===== config.mk =====
export PLATFORM = sky130hd
export DESIGN_NAME = bsi_status_unit
export DESIGN_NICKNAME = d
export VERILOG_FILES = /design/src/core/bsi_pkg.sv /design/src/core/bsi_status_unit.sv
export SDC_FILE = /design/constraint.sdc
export NUM_CORES = 1
export LEC_CHECK = 0
export ABC_CLOCK_PERIOD_IN_PS = 4400
export BUFFER_PORTS_ARGS = -buffer_cell sky130_fd_sc_hd__buf_2
export CAP_MARGIN = 20
export CORE_MARGIN = 2
export CORE_UTILIZATION = 50
export CTS_CLUSTER_DIAMETER = 30
export CTS_CLUSTER_SIZE = 16
export DETAILED_ROUTE_END_ITERATION = 12
export HOLD_SLACK_MARGIN = 0.15
export PLACE_DENSITY = 0.82
export REMOVE_ABC_BUFFERS = 1
export SETUP_SLACK_MARGIN = 0.15
export SYNTH_ARGS = -nofsm -noshare
export SYNTH_HDL_FRONTEND = slang
export SYNTH_SLANG_ARGS = --single-unit

===== constraint.sdc =====
create_clock -name clk -period 4.4 [get_ports clk]
set_input_delay 1.32 -clock clk [delete_from_list [all_inputs] [get_ports clk]]
set_output_delay 1.32 -clock clk [all_outputs]
set_load 0.05 [all_outputs]

===== src/core/bsi_pkg.sv =====
// Constants for the tester's status, interrupt-enable and pattern capture unit
package bsi_pkg;
  // ==========================================================================
  // Register map of the 8-bit host port
  localparam logic [7:0] ADDR_RX_PATTERN_BYTE3      = 8'h10;
  localparam logic [7:0] ADDR_RX_PATTERN_BYTE2      = 8'h11;
  localparam logic [7:0] ADDR_RX_PATTERN_BYTE1      = 8'h12;
  localparam logic [7:0] ADDR_RX_PATTERN_BYTE0      = 8'h13;
  localparam logic [7:0] ADDR_EVENT_STATUS          = 8'h14;
  localparam logic [7:0] ADDR_EVENT_INTERRUPT_ENABLE = 8'h15;
  localparam logic [7:0] UNMAPPED_READ_VALUE        = 8'h00;
  // ==========================================================================
  // Status and enable bit positions
  localparam int BIT_ALL_ONES          = 6;
  localparam int BIT_ALL_ZEROS         = 5;
  localparam int BIT_SYNC_LOSS         = 4;
  localparam int BIT_ERROR_SEEN        = 3;
  localparam int BIT_BIT_COUNT_OVF     = 2;
  localparam int BIT_ERROR_COUNT_OVF   = 1;
  localparam int BIT_SYNC_LIVE         = 0;
  localparam int FLAG_TOP              = 6;
  localparam int FLAG_LOW              = 1;
  localparam int COND_LOW              = 4;
  // ==========================================================================
  // Reset values and detector figures
  localparam logic [7:0] RESET_INTERRUPT_ENABLE = 8'h00;
  localparam logic [6:1] RESET_FLAGS            = 6'h00;
  localparam int         RUN_W                  = 6;
  localparam logic [5:0] RUN_LEN                = 6'h20;  // 32 equal bits
  localparam logic [5:0] WIN_LAST               = 6'h3F;  // 64-bit window
  localparam int         ERR_W                  = 3;
  localparam logic [2:0] ERR_LIMIT              = 3'h6;   // 6 errors per window
  localparam int         PAT_W                  = 32;
endpackage


===== src/core/bsi_status_unit.sv =====
// Status flags, interrupt enables, live sync monitor and pattern capture
`timescale 1ns/10ps
module bsi_status_unit
  import bsi_pkg::*;
(
  input  wire logic             clk,
  input  wire logic             rst,
  input  wire logic             host_cs,
  input  wire logic             host_rd,
  input  wire logic             host_wr,
  input  wire logic [7:0]       host_addr,
  input  wire logic [7:0]       host_wdata,
  output logic      [7:0]       host_rdata,
  output logic                  host_rdata_oe,
  input  wire logic             rx_bit_valid,
  input  wire logic             rx_data,
  input  wire logic             rx_bit_error,
  input  wire logic             sync_declared,
  input  wire logic [PAT_W-1:0] sync_pattern,
  input  wire logic             pattern_control_bit2,
  input  wire logic             pattern_latch_request,
  input  wire logic             received_bit_counter_wrap,
  input  wire logic             bit_error_counter_wrap,
  output logic                  int_n_o,
  output logic                  int_n_oe
);
  // ==========================================================================
  // State
  typedef struct packed {
    logic [6:1]       flags;
    logic [6:1]       read_snap;
    logic [6:1]       ev_during;
    logic             rd_status;
    logic             rd_prev;
    logic [7:0]       irq_enable;
    logic             sync_live;
    logic [RUN_W-1:0] ones_run;
    logic [RUN_W-1:0] zeros_run;
    logic [RUN_W-1:0] win_pos;
    logic [ERR_W-1:0] win_errs;
    logic [PAT_W-1:0] shift;
    logic [PAT_W-1:0] pattern;
    logic             latch_prev;
    logic [7:0]       rdata;
  } bsi_state_s;

  bsi_state_s s_q;
  bsi_state_s s_d;

  logic [6:1] ev;
  logic [6:1] cond;
  logic [6:1] clr;
  logic       rd_start;
  logic       rd_end;
  logic [7:0] status_view;
  logic       irq_active;

  // ==========================================================================
  // Event sources
  always_comb begin
    ev   = '0;
    cond = '0;
    cond[BIT_ALL_ONES]  = (s_q.ones_run == RUN_LEN);
    cond[BIT_ALL_ZEROS] = (s_q.zeros_run == RUN_LEN);
    cond[BIT_SYNC_LOSS] = !s_q.sync_live;
    ev[BIT_ALL_ONES]    = cond[BIT_ALL_ONES];
    ev[BIT_ALL_ZEROS]   = cond[BIT_ALL_ZEROS];
    ev[BIT_SYNC_LOSS]   = cond[BIT_SYNC_LOSS];
    ev[BIT_ERROR_SEEN]  = rx_bit_valid && rx_bit_error;
    ev[BIT_BIT_COUNT_OVF]   = received_bit_counter_wrap;
    ev[BIT_ERROR_COUNT_OVF] = bit_error_counter_wrap;
  end

  // Bit 7 has no storage; zero is one legal undefined value
  assign status_view = {1'b0, s_q.flags, s_q.sync_live};

  assign rd_start = host_cs && host_rd && !s_q.rd_prev;
  assign rd_end   = s_q.rd_prev && !(host_cs && host_rd);

  // ==========================================================================
  // Next state
  always_comb begin
    s_d = s_q;
    clr = '0;
    s_d.rd_prev = host_cs && host_rd;

    // Run-length detectors saturate so the level holds while the run lasts
    if (rx_bit_valid) begin
      s_d.shift = {s_q.shift[PAT_W-2:0], rx_data};
      if (rx_data) begin
        s_d.zeros_run = '0;
        if (s_q.ones_run != RUN_LEN) begin
          s_d.ones_run = s_q.ones_run + 1'b1;
        end
      end else begin
        s_d.ones_run = '0;
        if (s_q.zeros_run != RUN_LEN) begin
          s_d.zeros_run = s_q.zeros_run + 1'b1;
        end
      end
    end

    // Live sync with a 64-bit error window
    if (sync_declared) begin
      s_d.sync_live = 1'b1;
      s_d.win_pos   = '0;
      s_d.win_errs  = '0;
    end else if (s_q.sync_live && rx_bit_valid) begin
      s_d.win_pos = s_q.win_pos + 1'b1;
      if (rx_bit_error && s_q.win_errs != ERR_LIMIT) begin
        s_d.win_errs = s_q.win_errs + 1'b1;
      end
      if (!pattern_control_bit2 && rx_bit_error &&
          (s_q.win_errs + 3'h1) == ERR_LIMIT) begin
        s_d.sync_live = 1'b0;
        s_d.win_pos   = '0;
        s_d.win_errs  = '0;
      end else if (s_q.win_pos == WIN_LAST) begin
        s_d.win_errs = '0;
      end
    end

    // Pattern capture on the rising edge of the latch request
    s_d.latch_prev = pattern_latch_request;
    if (pattern_latch_request && !s_q.latch_prev) begin
      s_d.pattern = s_q.sync_live ? sync_pattern : s_q.shift;
    end

    // Host write; bit 7 is stored as written
    if (host_cs && host_wr && host_addr == ADDR_EVENT_INTERRUPT_ENABLE) begin
      s_d.irq_enable = host_wdata;
    end

    // Host read: data is taken at the start, flags clear at the end
    if (rd_start) begin
      s_d.rd_status = (host_addr == ADDR_EVENT_STATUS);
      s_d.read_snap = s_q.flags;
      s_d.ev_during = '0;
      case (host_addr)
        ADDR_RX_PATTERN_BYTE3:       s_d.rdata = s_q.pattern[31:24];
        ADDR_RX_PATTERN_BYTE2:       s_d.rdata = s_q.pattern[23:16];
        ADDR_RX_PATTERN_BYTE1:       s_d.rdata = s_q.pattern[15:8];
        ADDR_RX_PATTERN_BYTE0:       s_d.rdata = s_q.pattern[7:0];
        ADDR_EVENT_STATUS:           s_d.rdata = status_view;
        ADDR_EVENT_INTERRUPT_ENABLE: s_d.rdata = s_q.irq_enable;
        default:                     s_d.rdata = UNMAPPED_READ_VALUE;
      endcase
    end else if (s_q.rd_prev) begin
      s_d.ev_during = s_q.ev_during | ev;
    end

    // A flag whose event recurred during the read was not seen by the host
    if (rd_end && s_q.rd_status) begin
      for (int i = FLAG_LOW; i <= FLAG_TOP; i++) begin
        clr[i] = s_q.read_snap[i] && !s_q.ev_during[i] && !ev[i];
        if (i >= COND_LOW) begin
          clr[i] = clr[i] && !cond[i];
        end
      end
      s_d.rd_status = 1'b0;
    end
    s_d.flags = (s_q.flags & ~clr) | ev;
  end

  always_ff @(posedge clk or posedge rst) begin
    if (rst) begin
      s_q            <= '0;
      s_q.irq_enable <= RESET_INTERRUPT_ENABLE;
      s_q.flags      <= RESET_FLAGS;
    end else begin
      s_q <= s_d;
    end
  end

  // ==========================================================================
  // Outputs
  assign irq_active    = |(status_view[6:0] & s_q.irq_enable[6:0]);
  assign int_n_o       = 1'b0;
  assign int_n_oe      = irq_active;
  assign host_rdata    = s_q.rdata;
  assign host_rdata_oe = host_cs && host_rd;
endmodule // bsi_status_unit


==> flow_summary_export.csv, run 1 <==
group,metric,value,unit
routing,routed-via-count,4129,
global_route,antenna_found_initial,0,
critical_path,reg2reg_from,"s_q[103]$_DFF_PP0_",
sta,hold_viol_final,0,
floorplanning,dieArea,12400,sq um
cells_and_area,layout_commonest_cell,"dfrtp_1",
power,swShare,26.1,%
critical_path,crit_path_start,"host_cs",
min_path,holdCritPathClass,"register to register",
cells_and_area,final_nets,636,
critical_path,endpoint_kind,"primary output",
cells_and_area,final_cell_area,6790,sq um
sta,period_needed,3.26,ns
floorplanning,num_io_pins,72,
power,clkPwrFrac,42.4,%
critical_path,regToRegSetupSlack,2.39,ns
sta,relSlewSlack,45.7,%
logic_synthesis,yosys.area.top_type,"dfrtp_1",
sta,rsz0062_at_grt,"no",
cells_and_area,final_cell_mix,"dfrtp_1 (122), buf_2 (70), nand2_1 (64), o21ai_0 (58), mux2_2 (48)",
global_route,grt_pass1_wl,21600,um
global_route,grt_max_degree,69,
routing,wl_met2,6490,um
logic_synthesis,synth_top_area_share,53.5,%
status,outcome,"completed",
routing,drt-total-wl,12900,um
clock_tree,clkLatencyLatePin,0.42,ns
logic_synthesis,synth_edf_count,0,
cells_and_area,drive_above_1_share,29.5,%
place,port-buffer-count,70,
global_route,first_global_vias,4386,
clock_tree,cts-htree-levels,4,
critical_path,r2r-end,"host_rdata[0]$_DFFE_PP0P_",
routing,avgRoutedWirePerCell,17.8,um
place,gp_congestion,0.795,
critical_path,crit_type,"primary input to primary output",
clock_tree,cts-root-buf,"clkbuf_16",
power,ir_drop,328,uV
floorplanning,coreArea,11300,sq um
routing,wl_met3,717,um
sta,tightest_slew,0.806,ns
global_route,grt-ovfl-total,0,
clock_tree,postCtsSetupBuffers,0,
logic_synthesis,seq_area_frac_synth,53.5,%
cells_and_area,num-fill-cells,885,
flow_run,maxCapViolCount,0,
place,dp_hpwl,8750,um
logic_synthesis,synth_area_leaders,"dfrtp_1 (54%), mux2_2 (9.4%), mux2i_1 (6.3%)",
power,p_leak,3.43,nW
routing,wl_met1,5350,um
place,placed_area,6170,sq um
floorplanning,rows,39,
routing,drt_pre_antenna_iters,4,
power,p_per_area,494,nW/um^2
routing,routed.top_layer,"met4",
routing,ant_nets,0,
sta,fin_skew,0.00598,ns
logic_synthesis,synthFlopType,"dfrtp_1",
critical_path,required,3.08,ns
floorplanning,die_w,111,um
clock_tree,cts_tree,"yes",
routing,drtIter0Drc,347,
routing,remaining_drc_errors,0,
clock_tree,clockBufferDepth,2,
power,intPower,0.00247,W
critical_path,cp-start-kind,"primary input",
power,seqPwrFrac,44.6,%
logic_synthesis,ys_ff_latch,123,
logic_synthesis,syn-instance-count,504,
critical_path,endpoint,"host_rdata_oe",
clock_tree,clock-sinks,123,
sta,setup_viol,0,
critical_path,cp_max_fo,5,
logic_synthesis,synthDistinctLibCells,44,
floorplanning,dieHeight,111,um
routing,viasPerCell,5.71,
cells_and_area,antenna_cells,0,
clock_tree,postCtsHoldBufs,0,
sta,fin_crit_sh,74.0,%
cells_and_area,syn_to_final_growth,18.1,%
critical_path,cp.arrival,1.94,ns
clock_tree,post_cts_resized,0,
floorplanning,floorplan.initialDensity,50.8,%
clock_tree,cts_buffers,17,
sta,max_freq,307,MHz
power,finalPower,0.00335,W
logic_synthesis,synthArstFlopShare,100,%
power,switchingPower,0.000876,W
logic_synthesis,ys_warn_count,0,
power,comb_power_share,13.0,%
sta,slew_violations,0,
global_route,grt_use_total,22.4,%
critical_path,reg2regPathDepth,4,
logic_synthesis,syn-cell-area,5750,sq um
logic_synthesis,postSynthAreaPerCell,11.4,sq um
clock_tree,path_clk_slew,0.06,ns
worst min-delay path by stage:
| stage | slack, ns | cells after the start | to | from |
|---|---|---|---|---|
| 3_3_place_gp | 0.46 | 2 | s_q[113]$_DFFE_PP0P_ | s_q[113]$_DFFE_PP0P_ |
| 2_1_floorplan | 0.44 | 2 | s_q[114]$_DFFE_PP0P_ | s_q[114]$_DFFE_PP0P_ |
| 4_1_cts | 0.48 | 2 | s_q[112]$_DFFE_PP0P_ | s_q[112]$_DFFE_PP0P_ |
| 6_report | 0.48 | 2 | s_q[17]$_DFFE_PP0P_ | s_q[17]$_DFFE_PP0P_ |
| 5_1_grt | 0.50 | 2 | s_q[112]$_DFFE_PP0P_ | s_q[112]$_DFFE_PP0P_ |
| 3_5_place_dp | 0.46 | 2 | s_q[112]$_DFFE_PP0P_ | s_q[112]$_DFFE_PP0P_ |
metal layers:
| layer | up-vias | track usage [%] |
|---|---|---|
| met5 | - | 0 |
| met4 | 0 | 9.79 |
| met3 | 27 | 5.96 |
| met2 | 119 | 36.8 |
| met1 | 2074 | 28.0 |
| li1 | 1909 | - |
final cells by class:
type | count | area, sq um | share of cell area [%]
Clock buffer | 20 | 457 | 6.73
Clock inverter | 12 | 146 | 2.16
Inverter | 22 | 85.1 | 1.25
Multi-Input combinational cell | 328 | 2430 | 35.8
Sequential cell | 123 | 3080 | 45.4
Tap cell | 143 | 179 | 2.64
Timing Repair Buffer | 75 | 413 | 6.08
Yosys cell counts (2+ instances only):
master	count
dfrtp_1	123
nand2_1	64
o21ai_0	58
mux2_2	48
mux2i_1	36
inv_1	21
clkbuf_1	12
a22oi_1	10
buf_2	10
nand3_1	10
buf_4	9
nor2_1	9
a21oi_1	8
a22o_1	8
ha_1	8
mux4_2	7
nand2b_1	7
nand3b_1	7
a21o_1	6
a31oi_1	4
and3_1	4
nor2b_1	4
nor3_1	3
o22ai_1	3
or3_1	3
nand4_1	2
o31ai_1	2
xor2_1	2
through the flow:
step | hold WS [ns] | setup TNS, ns | cells | worst slack (ns) | util, %
3_5_place_dp | 0.463 | 0 | 690 | 1.14 | 54.5
4_1_cts | 0.476 | 0 | 722 | 1.14 | 59.8
3_3_place_gp | 0.459 | 0 | 690 | 1.22 | 54.5
6_report | 0.479 | 0 | 723 | 1.14 | 60.0
2_1_floorplan | 0.442 | -23.48 | 473 | -0.191 | -
5_1_grt | 0.502 | 0 | 723 | 1.09 | 60.0
flip-flops by register name (all words and copies together), names as in the netlist:
signal	flops
s_q	115
host_rdata	8
power groups by stage:
| stage | combinational [W] | sequential [W] | clock (W) |
|---|---|---|---|
| floorplan | 0.000310 | 0.00146 | 0 |
| global placement | 0.000412 | 0.00148 | 0 |
| detailed placement | 0.000435 | 0.00151 | 0 |
| CTS | 0.000440 | 0.00149 | 0.00144 |
| global route | 0.000490 | 0.00152 | 0.00149 |
| finish | 0.000436 | 0.00149 | 0.00142 |
cell families (layout without fill, tap and decap cells):
family | count (synthesis) | count (layout) | share of synthesized area [%]
XOR/XNOR | 2 | 2 | 0.305
flip-flops | 123 | 123 | 53.5
adder cells (fa/ha/maj) | 8 | 8 | 1.74
other | 1 | 1 | 0.0652
AO/OA/AOI/OAI | 105 | 105 | 11.1
buffers and inverters | 53 | 129 | 4.26
multiplexers | 91 | 91 | 18.4
AND/OR/NAND/NOR | 121 | 121 | 10.6
worst max-delay path: stages:
cell     delay [ns]
buf_2          0.11
nand2_1        0.12
inv_1          0.12
buf_2          0.27
(Power assumes the default switching activity.)
==> run 2, diff against run 1 <==
--- a/config.mk
+++ b/config.mk
@@ -5,7 +5,7 @@
 export SDC_FILE = /design/constraint.sdc
 export NUM_CORES = 1
 export LEC_CHECK = 0
-export ABC_CLOCK_PERIOD_IN_PS = 4400
+export ABC_CLOCK_PERIOD_IN_PS = 3300
 export BUFFER_PORTS_ARGS = -buffer_cell sky130_fd_sc_hd__buf_2
 export CAP_MARGIN = 20
 export CORE_MARGIN = 2
@@ -14,7 +14,7 @@
 export CTS_CLUSTER_SIZE = 16
 export DETAILED_ROUTE_END_ITERATION = 12
 export HOLD_SLACK_MARGIN = 0.15
-export PLACE_DENSITY = 0.82
+export PLACE_DENSITY = 0.79
 export REMOVE_ABC_BUFFERS = 1
 export SETUP_SLACK_MARGIN = 0.15
 export SYNTH_ARGS = -nofsm -noshare
==> constraint.sdc (replaced) <==
create_clock -name clk -period 3.3 [get_ports clk]
set_input_delay 0.99 -clock clk [delete_from_list [all_inputs] [get_ports clk]]
set_output_delay 0.99 -clock clk [all_outputs]
set_load 0.05 [all_outputs]
==> run 2 against run 1 <==
  * Setup slack worse by 0.44 ns
  * Clock power rose by 38%
  * Largest power group unchanged
  * Via count grew 0.85%
  * Critical path depth stayed put
  * Design area grew 0.46%
  * Hold slack lost 0.00099 ns
  * Register-to-register slack worse by 1.1 ns
  * Sequential power increased by 34%
  * Critical path type unchanged
  * Core utilization increased by 0.28 points
==> flow_summary_export.csv, run 2 (same netlist as run 1, synthesis figures left out) <==
group,metric,value,unit
status,outcome,"completed",
critical_path,cp.arrival,1.61,ns
routing,avgRoutedWirePerCell,17.9,um
global_route,grt_use_total,22.0,%
global_route,grt_use_met1,27.3,%
routing,viasPerCell,5.74,
power,p_per_area,664,nW/um^2
cells_and_area,final_cell_area,6820,sq um
clock_tree,path_clk_slew,0.06,ns
cells_and_area,largest_reg_flops,115,
power,comb_power_share,12.8,%
sta,max_freq,385,MHz
global_route,gr-usage-met3,6.45,%
global_route,grt-ovfl-total,0,
floorplanning,num_io_pins,72,
sta,finalWorstSetupSlack,0.702,ns
floorplanning,dieArea,12400,sq um
power,swShare,25.6,%
power,ir_drop,551,uV
clock_tree,cts-root-buf,"clkbuf_16",
routing,routed-via-count,4164,
cells_and_area,final_cells,725,
clock_tree,cts_tree,"yes",
routing,drt-total-wl,13000,um
cells_and_area,fin_util,60.2,%
sta,period_needed,2.60,ns
critical_path,reg2reg_from,"s_q[103]$_DFF_PP0_",
sta,fin_skew,0.00867,ns
cells_and_area,antenna_cells,0,
clock_tree,cts-htree-levels,4,
clock_tree,cts_buffers,17,
clock_tree,clock-sinks,123,
clock_tree,clkLatencyLatePin,0.42,ns
floorplanning,coreArea,11300,sq um
cells_and_area,drive_above_1_share,29.7,%
place,gp_congestion,0.817,
critical_path,crit_path_start,"host_cs",
sta,tightest_slew,1.02,ns
routing,drtIter0Drc,270,
floorplanning,die_w,111,um
routing,drt_pre_antenna_iters,4,
min_path,holdCritPathClass,"register to register",
global_route,first_global_vias,4309,
routing,remaining_drc_errors,0,
critical_path,required,2.31,ns
cells_and_area,largest-register,"s_q",
power,intPower,0.00337,W
clock_tree,post_cts_resized,0,
place,place_ws,0.706,ns
critical_path,cp-start-kind,"primary input",
clock_tree,clockBufferDepth,2,
cells_and_area,syn_to_final_growth,18.6,%
sta,slew_violations,0,
sta,fin_crit_sh,78.7,%
cells_and_area,layout_commonest_cell,"dfrtp_1",
global_route,use_met2,36.3,%
floorplanning,floorplan.initialDensity,50.8,%
critical_path,cp_max_fo,5,
place,placed_area,6190,sq um
critical_path,endpoint_kind,"primary output",
critical_path,crit_type,"primary input to primary output",
global_route,grt_pass1_wl,21400,um
floorplanning,rows,39,
place,port-buffer-count,70,
clock_tree,postCtsHoldBufs,0,
global_route,antenna_found_initial,0,
clock_tree,postCtsSetupBuffers,0,
sta,holdWs,0.478,ns
place,dpl.cell_count,693,
global_route,grt_busiest_layer,"met2",
flow_run,maxCapViolCount,0,
cells_and_area,final_nets,638,
place,dp_hpwl,8880,um
power,p_leak,3.44,nW
floorplanning,dieHeight,111,um
routing,ant_nets,0,
power,clkPwrFrac,43.3,%
sta,rsz0062_at_grt,"no",
power,switchingPower,0.00116,W
global_route,grt_max_degree,65,
sta,hold_viol_final,0,
sta,relSlewSlack,32.0,%
cells_and_area,final_cell_mix,"dfrtp_1 (122), buf_2 (70), nand2_1 (64), o21ai_0 (58), mux2_2 (48)",
power,seqPwrFrac,43.9,%
min_path,min_from,"s_q[30]$_DFFE_PP0P_",
sta,setup_viol,0,
[run 2: cell count changes in the layout (fill, tap and decap cells not counted)]
| cell | change |
|---|---|
| clkinv_4 | -1 |
| inv_6 | +1 |
| buf_4 | +3 |
| clkbuf_8 | +3 |
| buf_12 | -1 |
| clkinv_2 | -4 |
| clkinvlp_4 | +1 |
[run 2: power by group through the flow]
stage                     sequential (W)  clock, W  combinational, W
after global placement           0.00198         0          0.000552
after floorplan                  0.00194         0          0.000414
after CTS                        0.00198   0.00197          0.000587
final                            0.00199   0.00196          0.000579
after detailed placement         0.00201         0          0.000580
after global routing             0.00202   0.00204          0.000645
[run 2: metal layers]
metal | wire [um] | share of wire (%)
met5 | 0 | 0
met4 | 221 | 1.7
met3 | 889 | 6.8
met2 | 6580 | 51
met1 | 5300 | 41
[run 2: final cells by class]
| class | count | area, sq um |
|---|---|---|
| multi-input cells | 328 | 2430 |
| well taps | 143 | 179 |
| flip-flops and latches | 123 | 3080 |
| clock buffers | 23 | 498 |
| inverters | 22 | 85.1 |
| clock inverters | 9 | 134 |
| fillers | 886 | 4500 |
| repair buffers | 77 | 415 |
[run 2: stage by stage]
stage	TNS (ns)	total power (W)
global route	0	0.00471
CTS	0	0.00454
detailed placement	0	0.00259
floorplan	-118.19	0.00236
finish	0	0.00453
global placement	0	0.00254
[run 2: path summary, 6_finish.rpt]
check                           cells after the start  slack [ns]                         to
min in group asynchronous                           2        0.70        s_q[42]$_DFFE_PP0P_
max in group asynchronous                           3        1.78        s_q[97]$_DFFE_PP0P_
worst max-delay path                                4        0.70              host_rdata_oe
worst max register to register                      4        1.34  host_rdata[1]$_DFFE_PP0P_
worst min register to register                      2        0.48        s_q[30]$_DFFE_PP0P_
worst min-delay path                                2        0.48        s_q[30]$_DFFE_PP0P_
[run 2: critical path, cell delays in order]
cell and delay, ns:
buf_2 0.10, nand2_1 0.12, inv_1 0.13, buf_2 0.27
